[src/logic/mac_retry_params.svh]
// Constants for the MAC retry, backoff and receive pad strip block
`ifndef MAC_RETRY_PARAMS_SVH
`define MAC_RETRY_PARAMS_SVH
`define MAX_ATTEMPTS 5'd16
`define K_CAP 5'd10
`define PAD_MIN_LEN 16'd46
`define SLOT_BITS 512
`define BIT_NS_100M 10
`define CLK_NS 10
`define SLOT_NS (`SLOT_BITS * `BIT_NS_100M)
`define SLOT_CYCLES (`SLOT_NS / `CLK_NS)
`define LFSR_SEED 20'h00001
`define FCS_BYTES 4
`define HDR_BYTES 14
`endif

[src/logic/mac_retry_pkg.sv]
// Types shared by the MAC retry, backoff and receive pad strip block
package mac_retry_pkg;
	typedef struct packed {
		logic [7:0] data;
		logic last;
	} rx_beat_t;
	typedef struct packed {
		logic retry_err;
		logic [4:0] attempts;
	} tx_status_t;
	typedef enum logic [3:0] {
		TX_IDLE = 4'b0001,
		TX_SEND = 4'b0010,
		TX_BACKOFF = 4'b0100,
		TX_DONE = 4'b1000
	} tx_state_t;
endpackage

[src/logic/mac_retry_backoff_padstrip.sv]
// MAC transmit retry with backoff, and receive pad and FCS stripping
//------------------------------------------------------------------
// What this block does
// RULE_01: Single attempt control set: exactly one transmit attempt per frame.
// RULE_02: Single attempt and collision: drop frame, go on, flag retry error.
// RULE_03: Otherwise retry up to 16 attempts, then flag retry error.
// RULE_04: Pad strip on: remove pad from frames with length field below 46.
// RULE_05: When pad is removed, the FCS is removed too.
// RULE_06: Pad strip on, length 46 or more: deliver unchanged with FCS.
// RULE_07: Pad strip off: deliver every frame unchanged.
// RULE_08: After collision wait r slot times, 0 <= r < 2^K.
// RULE_09: K is the smaller of the retry count and 10.
// RULE_10: Random value comes from a free running 20-bit LFSR.
// RULE_11: Load low K LFSR bits, count down per slot, retry at zero.
// RULE_12: Cap code 00 allows 10 bits, code 01 allows 8 bits.
// RULE_13: Cap code 10 allows 4 bits, code 11 allows 1 bit.
// RULE_14: One slot time is 512 bit times.
// RULE_15: Retry count clears when a new frame starts.
//------------------------------------------------------------------
`timescale 1ns/1ps
`default_nettype none
`include "mac_retry_params.svh"
module mac_retry_backoff_padstrip import mac_retry_pkg::*; #(
	parameter int SLOT_CYC = `SLOT_CYCLES
) (
	input wire logic sys_clk, // System clock, 100 MHz
	input wire logic sys_rst, // Async reset, active high
	input wire logic single_attempt_ctl, // One attempt per frame
	input wire logic short_pad_strip_en, // Strip pad and FCS on short frames
	input wire logic [1:0] backoff_cap_sel, // LFSR bit cap code
	input wire logic tx_frame_req, // A queued frame is ready
	output logic tx_start, // Pulse: begin an attempt
	input wire logic tx_collision, // Pulse: collision on this attempt
	input wire logic tx_attempt_ok, // Pulse: attempt completed cleanly
	output logic tx_frame_done, // Pulse: frame retired, status valid
	output tx_status_t tx_status, // Status of retired frame
	output logic backoff_active, // Waiting out backoff
	input wire logic rx_in_valid, // Received byte valid
	input wire rx_beat_t rx_in, // Received byte and last flag
	output logic rx_out_valid, // Delivered byte valid
	output rx_beat_t rx_out // Delivered byte and last flag
);
	//------------------------------------------------------------------
	// Random source and slot timing
	//------------------------------------------------------------------
	logic [19:0] lfsr, next_lfsr;
	logic [15:0] slot_cnt, next_slot_cnt;
	logic slot_tick;
	// Free running; taps 20,17 give a maximal sequence
	always_comb begin
		next_lfsr = {lfsr[18:0], lfsr[19] ^ lfsr[16]}; // RULE_10
		slot_tick = (slot_cnt == 16'(SLOT_CYC - 1)); // RULE_14
		next_slot_cnt = slot_tick ? 16'h0000 : slot_cnt + 16'h0001;
	end
	always_ff @(posedge sys_clk or posedge sys_rst) begin
		if (sys_rst) begin
			lfsr <= `LFSR_SEED;
			slot_cnt <= 16'h0000;
		end else begin
			lfsr <= next_lfsr;
			slot_cnt <= next_slot_cnt;
		end
	end

	//------------------------------------------------------------------
	// Transmit attempt and backoff control
	//------------------------------------------------------------------
	tx_state_t state, next_state;
	logic [4:0] retries, next_retries;
	logic [9:0] bo_cnt, next_bo_cnt;
	tx_status_t next_tx_status;
	logic next_done;
	logic [4:0] k_exp;
	logic [3:0] cap_bits;
	logic [9:0] bo_mask;
	// Exponent is retry count capped, then held to the cap field's bit count
	always_comb begin
		k_exp = (retries > `K_CAP) ? `K_CAP : retries; // RULE_09
		case (backoff_cap_sel)
			2'b00: cap_bits = 4'd10; // RULE_12
			2'b01: cap_bits = 4'd8; // RULE_12
			2'b10: cap_bits = 4'd4; // RULE_13
			2'b11: cap_bits = 4'd1; // RULE_13
			default: cap_bits = 4'd10;
		endcase
		if (k_exp[3:0] < cap_bits)
			bo_mask = 10'((11'h001 << k_exp) - 11'h001); // RULE_08
		else
			bo_mask = 10'((11'h001 << cap_bits) - 11'h001); // RULE_13
	end
	// A collision on the final attempt retires the frame with error
	always_comb begin
		next_state = state;
		next_retries = retries;
		next_bo_cnt = bo_cnt;
		next_tx_status = tx_status;
		next_done = 1'b0;
		tx_start = 1'b0;
		case (state)
			TX_IDLE: begin
				if (tx_frame_req) begin
					tx_start = 1'b1;
					next_retries = 5'd0; // RULE_15
					next_state = TX_SEND;
				end
			end
			TX_SEND: begin
				if (tx_attempt_ok) begin
					next_tx_status = '{retry_err: 1'b0,
						attempts: 5'(retries + 5'd1)};
					next_done = 1'b1;
					next_state = TX_DONE;
				end else if (tx_collision) begin
					if (single_attempt_ctl ||
						retries == `MAX_ATTEMPTS - 5'd1) begin
						// RULE_01 RULE_02 RULE_03
						next_tx_status = '{retry_err: 1'b1,
							attempts: 5'(retries + 5'd1)};
						next_done = 1'b1;
						next_state = TX_DONE;
					end else begin
						next_retries = retries + 5'd1;
						next_state = TX_BACKOFF;
					end
				end
			end
			TX_BACKOFF: begin
				if (bo_cnt == 10'h000) begin // RULE_11
					tx_start = 1'b1;
					next_state = TX_SEND;
				end else if (slot_tick) begin
					next_bo_cnt = bo_cnt - 10'h001; // RULE_11
				end
			end
			TX_DONE: next_state = TX_IDLE;
			default: next_state = TX_IDLE;
		endcase
		if (state == TX_SEND && next_state == TX_BACKOFF) begin
			// Exponent uses the count including this collision
			if (k_exp + 5'd1 > `K_CAP || k_exp[3:0] + 4'd1 > cap_bits)
				next_bo_cnt = lfsr[9:0] & bo_mask; // RULE_11
			else
				next_bo_cnt = lfsr[9:0] & {bo_mask[8:0], 1'b1};
		end
	end
	always_ff @(posedge sys_clk or posedge sys_rst) begin
		if (sys_rst) begin
			state <= TX_IDLE;
			retries <= 5'd0;
			bo_cnt <= 10'h000;
			tx_status <= '0;
			tx_frame_done <= 1'b0;
		end else begin
			state <= next_state;
			retries <= next_retries;
			bo_cnt <= next_bo_cnt;
			tx_status <= next_tx_status;
			tx_frame_done <= next_done;
		end
	end
	assign backoff_active = (state == TX_BACKOFF);

	//------------------------------------------------------------------
	// Receive pad and FCS strip
	//------------------------------------------------------------------
	logic [15:0] rx_idx, next_rx_idx;
	logic [15:0] len_fld, next_len_fld;
	logic strip, next_strip;
	logic next_out_valid;
	rx_beat_t next_out;
	logic in_data;
	logic keep;
	// Length field sits in bytes 12 and 13; bytes after data are dropped.
	// The last byte of a stripped frame carries last even if dropped is
	// its pad, so the final kept byte is marked at the cut point.
	always_comb begin
		next_rx_idx = rx_idx;
		next_len_fld = len_fld;
		next_strip = strip;
		next_out_valid = 1'b0;
		next_out = rx_out;
		in_data = 1'b0;
		keep = 1'b1;
		if (rx_in_valid) begin
			next_rx_idx = rx_in.last ? 16'h0000 : rx_idx + 16'h0001;
			if (rx_idx == 16'd12)
				next_len_fld = {rx_in.data, len_fld[7:0]};
			if (rx_idx == 16'd13) begin
				next_len_fld = {len_fld[15:8], rx_in.data};
				// RULE_04 RULE_06 RULE_07
				next_strip = short_pad_strip_en &&
					({len_fld[15:8], rx_in.data} < `PAD_MIN_LEN);
			end
			in_data = rx_idx < 16'(`HDR_BYTES) + len_fld;
			// Pad and FCS go together once the cut is made
			if (strip && rx_idx >= 16'd14 && !in_data)
				keep = 1'b0; // RULE_05
			if (keep) begin
				next_out_valid = 1'b1;
				next_out.data = rx_in.data;
				// At byte 13 the cut is decided in this very cycle, so the
				// fresh decision and length are used, or a zero length
				// frame would lose its end mark
				next_out.last = rx_in.last || (next_strip &&
					rx_idx >= 16'd13 &&
					rx_idx + 16'h0001 == 16'(`HDR_BYTES) + next_len_fld);
			end
			if (rx_in.last)
				next_strip = 1'b0;
		end
	end
	always_ff @(posedge sys_clk or posedge sys_rst) begin
		if (sys_rst) begin
			rx_idx <= 16'h0000;
			len_fld <= 16'hffff;
			strip <= 1'b0;
			rx_out_valid <= 1'b0;
			rx_out <= '0;
		end else begin
			rx_idx <= next_rx_idx;
			len_fld <= next_len_fld;
			strip <= next_strip;
			rx_out_valid <= next_out_valid;
			rx_out <= next_out;
		end
	end
endmodule
`default_nettype wire

[config.mk]
export PLATFORM = sky130hd
export DESIGN_NAME = mac_retry_backoff_padstrip
export DESIGN_NICKNAME = d
export VERILOG_FILES = /design/src/logic/mac_retry_pkg.sv /design/src/logic/mac_retry_backoff_padstrip.sv
export VERILOG_INCLUDE_DIRS = /design/src /design/src/logic
export SDC_FILE = /design/constraint.sdc
export NUM_CORES = 1
export LEC_CHECK = 0
export BUFFER_PORTS_ARGS = -buffer_cell sky130_fd_sc_hd__buf_2
export CORE_UTILIZATION = 65
export DETAILED_ROUTE_END_ITERATION = 8
export PLACE_DENSITY_LB_ADDON = 0.1
export SLEW_MARGIN = 20
export SYNTH_ARGS = -nofsm -noshare
export SYNTH_HDL_FRONTEND = slang
export SYNTH_SLANG_ARGS = --single-unit
[constraint.sdc]
create_clock -name sys_clk -period 12.8 [get_ports sys_clk]
set_clock_uncertainty 0.05 [all_clocks]
set_input_delay 1.28 -clock sys_clk [delete_from_list [all_inputs] [get_ports sys_clk]]
set_output_delay 1.28 -clock sys_clk [all_outputs]
set_load 0.01 [all_outputs]
==> results of run 1 <==
==> through the flow <==
stage / hold WS (ns) / worst slack, ns / instance area [um2] / std cells / utilization
4_1_cts: 0.3126 / 7.947 / 7244 / 877 / 0.6986
2_1_floorplan: 0.2812 / 8.235 / 6962 / 725 / -
3_3_place_gp: 0.2839 / 7.628 / 7032 / 861 / 0.6781
5_1_grt: 0.3190 / 7.639 / 7244 / 877 / 0.6986
6_report: 0.3115 / 7.897 / 7244 / 877 / 0.6986
3_5_place_dp: 0.2863 / 7.544 / 7032 / 861 / 0.6781
==> cell usage in the layout (no fill, tap or decap), drive strengths merged, types with 5 or more instances in the layout <==
cell	instances
dfrtp	87
nor2	57
nand2	50
xnor2	49
buf	39
ha	38
o21ai	36
nand3	32
a21oi	31
inv	31
mux2i	27
xor2	27
mux2	23
nor3	19
dfstp	18
nor4	15
nand4	14
o22ai	13
or4	12
and3	11
nand2b	9
nor2b	9
clkbuf	9
o31ai	8
o21a	7
or2	7
and2	5
o2bb2ai	5
==> cell type report <==
| type | instances | area, um2 | area share |
|---|---|---|---|
| clock buffer | 9 | 123.9 | 0.01710 |
| clock inverter | 7 | 88.84 | 0.01226 |
| inverter | 26 | 100.1 | 0.01382 |
| multi-input combinational | 555 | 3911 | 0.5399 |
| sequential | 105 | 2650 | 0.3658 |
| tap | 136 | 170.2 | 0.02349 |
| timing repair buffer | 39 | 200.2 | 0.02763 |
==> cell families (layout without fill, tap and decap cells) <==
kind of cell             Yosys count  in the layout  share of synthesized area
XOR/XNOR                          76             76                    0.09669
adder cells (fa/ha/maj)           38             38                    0.06830
buffers and inverters             65             81                    0.05751
AND/OR/NAND/NOR                  257            257                     0.1961
AO/OA/AOI/OAI                    134            134                     0.1247
flip-flops                       105            105                     0.3807
multiplexers                      50             50                    0.07602
==> power by group through the flow <==
| stage | sequential (mW) | clock [mW] | combinational [mW] |
|---|---|---|---|
| after floorplan | 0.410 | 0 | 0.150 |
| after global placement | 0.413 | 0 | 0.186 |
| after detailed placement | 0.416 | 0 | 0.193 |
| after CTS | 0.410 | 0.224 | 0.195 |
| after global routing | 0.416 | 0.234 | 0.218 |
| final | 0.410 | 0.219 | 0.194 |
==> how the worst max path moves through the flow <==
stage,start,endpoint,slack (ns),cells after the start
after floorplan,backoff_cap_sel[0],bo_cnt[7],8.24,14
after global placement,backoff_cap_sel[1],bo_cnt[7],7.63,15
after detailed placement,backoff_cap_sel[1],bo_cnt[7],7.54,15
after CTS,backoff_cap_sel[1],bo_cnt[7],7.95,15
after global routing,retries[3],bo_cnt[7],7.64,15
final,backoff_cap_sel[1],bo_cnt[7],7.90,15
==> state kept, by name, summed over array words and instances, names as in the netlist <==
| register | count |
|---|---|
| tx_frame_done | 1 |
| state | 4 |
| tx_status | 6 |
| lfsr | 20 |
| len_fld | 16 |
| strip | 1 |
| rx_out | 9 |
| retries | 5 |
| rx_out_valid | 1 |
| bo_cnt | 10 |
| slot_cnt | 16 |
| rx_idx | 16 |
==> routing by layer <==
metal / share of wire / vias up / track usage
met5: 0 / - / 0
met4: 0.026 / 0 / 0.1121
met3: 0.049 / 33 / 0.05071
met2: 0.51 / 153 / 0.4986
met1: 0.42 / 2626 / 0.3528
li1: - / 2616 / -
==> metrics.txt, run 1 <==
status finished, final reports clean; Reg-to-Reg Start retries[0]; final wirelength 15.15 mm; Final min period 4.903 ns; Top-Level Pins 38; Seq pwr share 0.499; final setup vio count 0; unrepaired setup endpoints after global routing false; Switching Power 0.2845 mW; worst vdd ir 0.0001012 V; cell type with the largest total area after synthesis dfrtp_1; library cells used by synthesis 63; Worst EP required 13.08 ns; later-pin clock latency in the skew report 0.40 ns; r2r setup slk 7.92 ns; Reg clk slew, reported paths 0.11 ns; global placement routability congestion 0.9251; Sum Neg Setup Slack 0 ns; Iter 0 DRT Violations 318; internal power 0.5380 mW; Synth async-reset ratio 1.000; EDFF count, synth 0; buffer and inverter count on the worst path 1; Yosys reg bits 105; measured slew at the worst slew-check pin 1.087 ns; combinational power share 0.236; post-route ant nets 0; H-tree levels 3; clk buf depth 2; Via Count 5428; vias per cell 6.189; DRT Pass-1 Iters 5; sw frac 0.3459; Avg WL per Cell 17.28 um; Max Clk Rate 204.0 MHz; filler cell count 842; Hold-fix buffers, CTS 0; die width 105.5 um; Critical Path Start Type input port; Hold Crit Start lfsr[17]; CP top delay family compound AO/OA/AOI/OAI gates; post-cts sizing count 0; via count of the first global-routing pass 5154; largest net degree at the start of global routing 78; Seq/Total Area, Yosys 0.3807; Worst slew margin 0.2701; overall power 0.8226 mW; Crit Path Class in -> reg; global route overflow 0; most frequent cell after synthesis dfrtp_1; GRT Resource Usage Total 0.2861; n_diodes 0; Worst Setup End Kind register; CTS Buf Count 9; Fin. Hold Viols 0; Synth top cells by count 87 x dfrtp_1, 57 x nor2_1, 50 x nand2_1, 48 x xnor2_1, 38 x ha_1; CTS tree built; Power Density 113.5 nW/um2; initial antenna violation count 0; Crit Path Max Fanout 16; fin crit share 0.3830; first-pass GRT wire length 24.94 mm; Syn Inst Count 725; Final nets 793; worst min path class reg -> reg; Hold Path Stages 0; power share of the clock group 0.266; Lkg Pwr 3.092 nW; area delta synth->final 4.062%; Rows 37; clk root buf clkbuf_8; Min-Delay Endpoint lfsr[18]; post-synthesis cell area 6962 um2; Synth top area share 0.3127; DIE AREA 11130 um2; initial core utilization 0.6713; drc violations 0; Worst path slowest cell or4_1; syn nets 782; Max-cap violations 0; clk sink count 105; Die Y 105.5 um; Avg Cell Area, Syn 9.602 um2; pins over their slew limit 0; Worst Reg-to-Reg Cells 19; Post-CTS Setup Repair Bufs 0; Critical Path AT 5.18 ns; CP max stage delay 0.56 ns; Core Box Area 10370 um2; critical path cell sequence buf_2 > or2_2 > ha_1 > nor2b_1 > o22ai_1 > a21oi_1 > o31ai_1 > or4_1 > ha_1 > a211o_1 > a211o_1 > a211oi_1 > nor3_1 > o22ai_1 > o311a_1; PortBufs 37; Ys Warns 0; ys flop type dfrtp_1; Critical R2R Capture bo_cnt[7]; synth top area cells dfrtp_1 31%, ha_1 6.8%, dfstp_2 6.8%; proportion of layout cells with a drive suffix above 1 0.1538; DP Wirelength 11.02 mm
No activity file was read; power rests on OpenSTA's default activity.
==> run 2: changes to the inputs <==
CORE_UTILIZATION = 56   (was 65)
clock period = 4.1 ns   (was 12.8 ns; I/O delays follow)
==> metrics.txt, run 2 (synthesized netlist as in run 1, its figures left out) <==
r2r setup slk 0.21 ns (-7.71 ns); initial core utilization 0.5772 (-0.09415); commonest non-fill, non-tap cell in the layout dfrtp_1; area delta synth->final 8.321%; n_diodes 0 (unchanged); Worst Setup SP retries[1]; Power Density 371.7 nW/um2 (+230%); clk root buf clkbuf_16; Max Clk Rate 256.9 MHz; max reg flops 20 (unchanged); Critical Path AT 4.13 ns (-1.05 ns); Worst Reg-to-Reg Cells 18 (-1); Post-DP Area 7207 um2 (+2.5%); Post-CTS Setup Repair Bufs 0 (unchanged); Worst Setup End Kind register; combinational power share 0.230 (-0.006); first-pass GRT wire length 26.21 mm (+5.1%); DP Wirelength 11.83 mm (+7.3%); status finished, final reports clean; Reg with most FFs lfsr; GRT Resource Usage Total 0.2594 (-0.02674); Via Count 5522 (+1.7%); clk buf depth 2 (unchanged); post-route ant nets 0 (unchanged); global placement routability congestion 0.8826 (-4.6%); Switching Power 0.8702 mW (+210%); pins over their slew limit 0 (unchanged); measured slew at the worst slew-check pin 1.013 ns (-0.07349 ns); later-pin clock latency in the skew report 0.35 ns (-0.05 ns); worst vdd ir 0.0003471 V (+240%); Top-Level Pins 38 (unchanged); Crit Path Max Fanout 6 (-10); Worst EP required 4.34 ns (-8.74 ns); Final min period 3.892 ns; Avg WL per Cell 17.12 um (-0.93%); global route overflow 0 (unchanged); Reg-to-Reg Start retries[1]; Critical Path Start Type register; final wirelength 15.87 mm (+4.7%); sw frac 0.3104 (-0.03546); DIE AREA 12880 um2 (+16%); Critical R2R Capture bo_cnt[7]; die width 113.5 um (+7.6%); dpl ws 0.04764 ns (-7.496 ns); PortBufs 37 (unchanged); Seq pwr share 0.454 (-0.045); initial antenna violation count 0 (unchanged); Die Y 113.5 um (+7.6%); Max-cap violations 0 (unchanged); design area 7541 um2 (+4.1%); Non-Filler Instances 927 (+5.7%); clk sink count 105 (unchanged); final worst slack 0.2076 ns (-7.690 ns); Crit Path Class reg -> reg; largest net degree at the start of global routing 49 (-37%); fin crit share 0.9494; internal power 1.933 mW (+260%); Lkg Pwr 3.217 nW (+4.1%); power share of the clock group 0.316 (+0.050); Iter 0 DRT Violations 470 (+48%); CTS tree built; drc violations 0 (unchanged); Core Box Area 12060 um2 (+16%); worst min path class in -> async; proportion of layout cells with a drive suffix above 1 0.1818 (+0.02797); DRT Pass-1 Iters 5 (unchanged); cell count after placement 911 (+5.8%); most frequent cells in the layout 86 x dfrtp_1, 57 x nor2_1, 50 x nand2_1, 48 x xnor2_1; Final nets 811 (+2.3%); via count of the first global-routing pass 5205 (+0.99%); vias per cell 5.957 (-3.8%); CTS Buf Count 9 (unchanged); final setup vio count 0 (unchanged); Worst slew margin 0.3150 (+0.04492); Fin. Hold Viols 0 (unchanged); H-tree levels 3 (unchanged); Rows 40 (+8.1%); Reg clk slew, reported paths 0.07 ns (-0.04 ns)
==> run 2: cell types whose count changed in the layout (fill, tap and decap cells not counted), moves of 2 or more <==
cell       before  now
buf_4           2   20
clkbuf_16       0    9
clkbuf_8        9    0
clkinv_4        0    2
clkinv_8        2    0
==> run 2: power by group through the flow <==
| stage | Clock [mW] | Combinational (mW) | Sequential, mW |
|---|---|---|---|
| 4_1_cts | 0.910 | 0.636 | 1.27 |
| 6_report | 0.886 | 0.644 | 1.27 |
| 5_1_grt | 0.950 | 0.718 | 1.29 |
| 3_5_place_dp | 0 | 0.631 | 1.29 |
| 3_3_place_gp | 0 | 0.614 | 1.28 |
| 2_1_floorplan | 0 | 0.470 | 1.28 |
==> run 2: worst max path at each step <==
stage / to / slack, ns
finish: bo_cnt[7] / 0.21
global route: bo_cnt[7] / -0.01
CTS: bo_cnt[7] / 0.01
detailed placement: bo_cnt[7] / 0.05
global placement: bo_cnt[7] / 0.12
floorplan: bo_cnt[7] / 0.06
==> run 2: final cells by class <==
type / instances / area, um2
repair buffers: 57 / 335.3
multi-input cells: 555 / 3940
clock buffers: 10 / 229.0
flip-flops and latches: 105 / 2651
well taps: 168 / 210.2
fillers: 994 / 4521
clock inverters: 6 / 75.07
inverters: 26 / 100.1
==> run 2: what timing repair did <==
action                                  4_1_cts  5_1_grt
resized for setup                             0        9
endpoints found under the setup margin        0        4
hold buffers                                  0        0
==> run 2: through the flow <==
stage	utilization	hold WS [ns]	TNS, ns	power [mW]
floorplan	-	0.2812	0	1.751
global placement	0.5975	0.2841	0	1.896
detailed placement	0.5975	0.2855	0	1.920
CTS	0.6227	0.08000	0	2.818
global route	0.6252	0.1157	-0.01481	2.960
finish	0.6252	0.06394	0	2.803
==> run 2: layer usage <==
layer  share of wire  routed length, um  vias to the layer above  track usage
li1                -                  -                     2654            -
met1            0.48               7655                     2694       0.3746
met2            0.46               7296                      167       0.4114
met3           0.051                803                        7      0.05154
met4          0.0071                112                        0      0.04123
met5               0                  0                        -            0
==> run 2: worst max-delay path, stage by stage, from the launching register on <==
cell and delay, ns:
dfrtp_2 0.44, ha_1 0.18, nor2b_1 0.10, o21ai_1 0.09, and2_1 0.17, inv_1 0.07, ha_1 0.14, nor2b_1 0.05
o31a_1 0.27, o21bai_2 0.18, o31ai_1 0.13, or4_4 0.56, ha_4 0.19, a211o_1 0.23, a211o_1 0.27, a211oi_2 0.24
nor3_1 0.09, o22ai_1 0.17, o311a_1 0.18
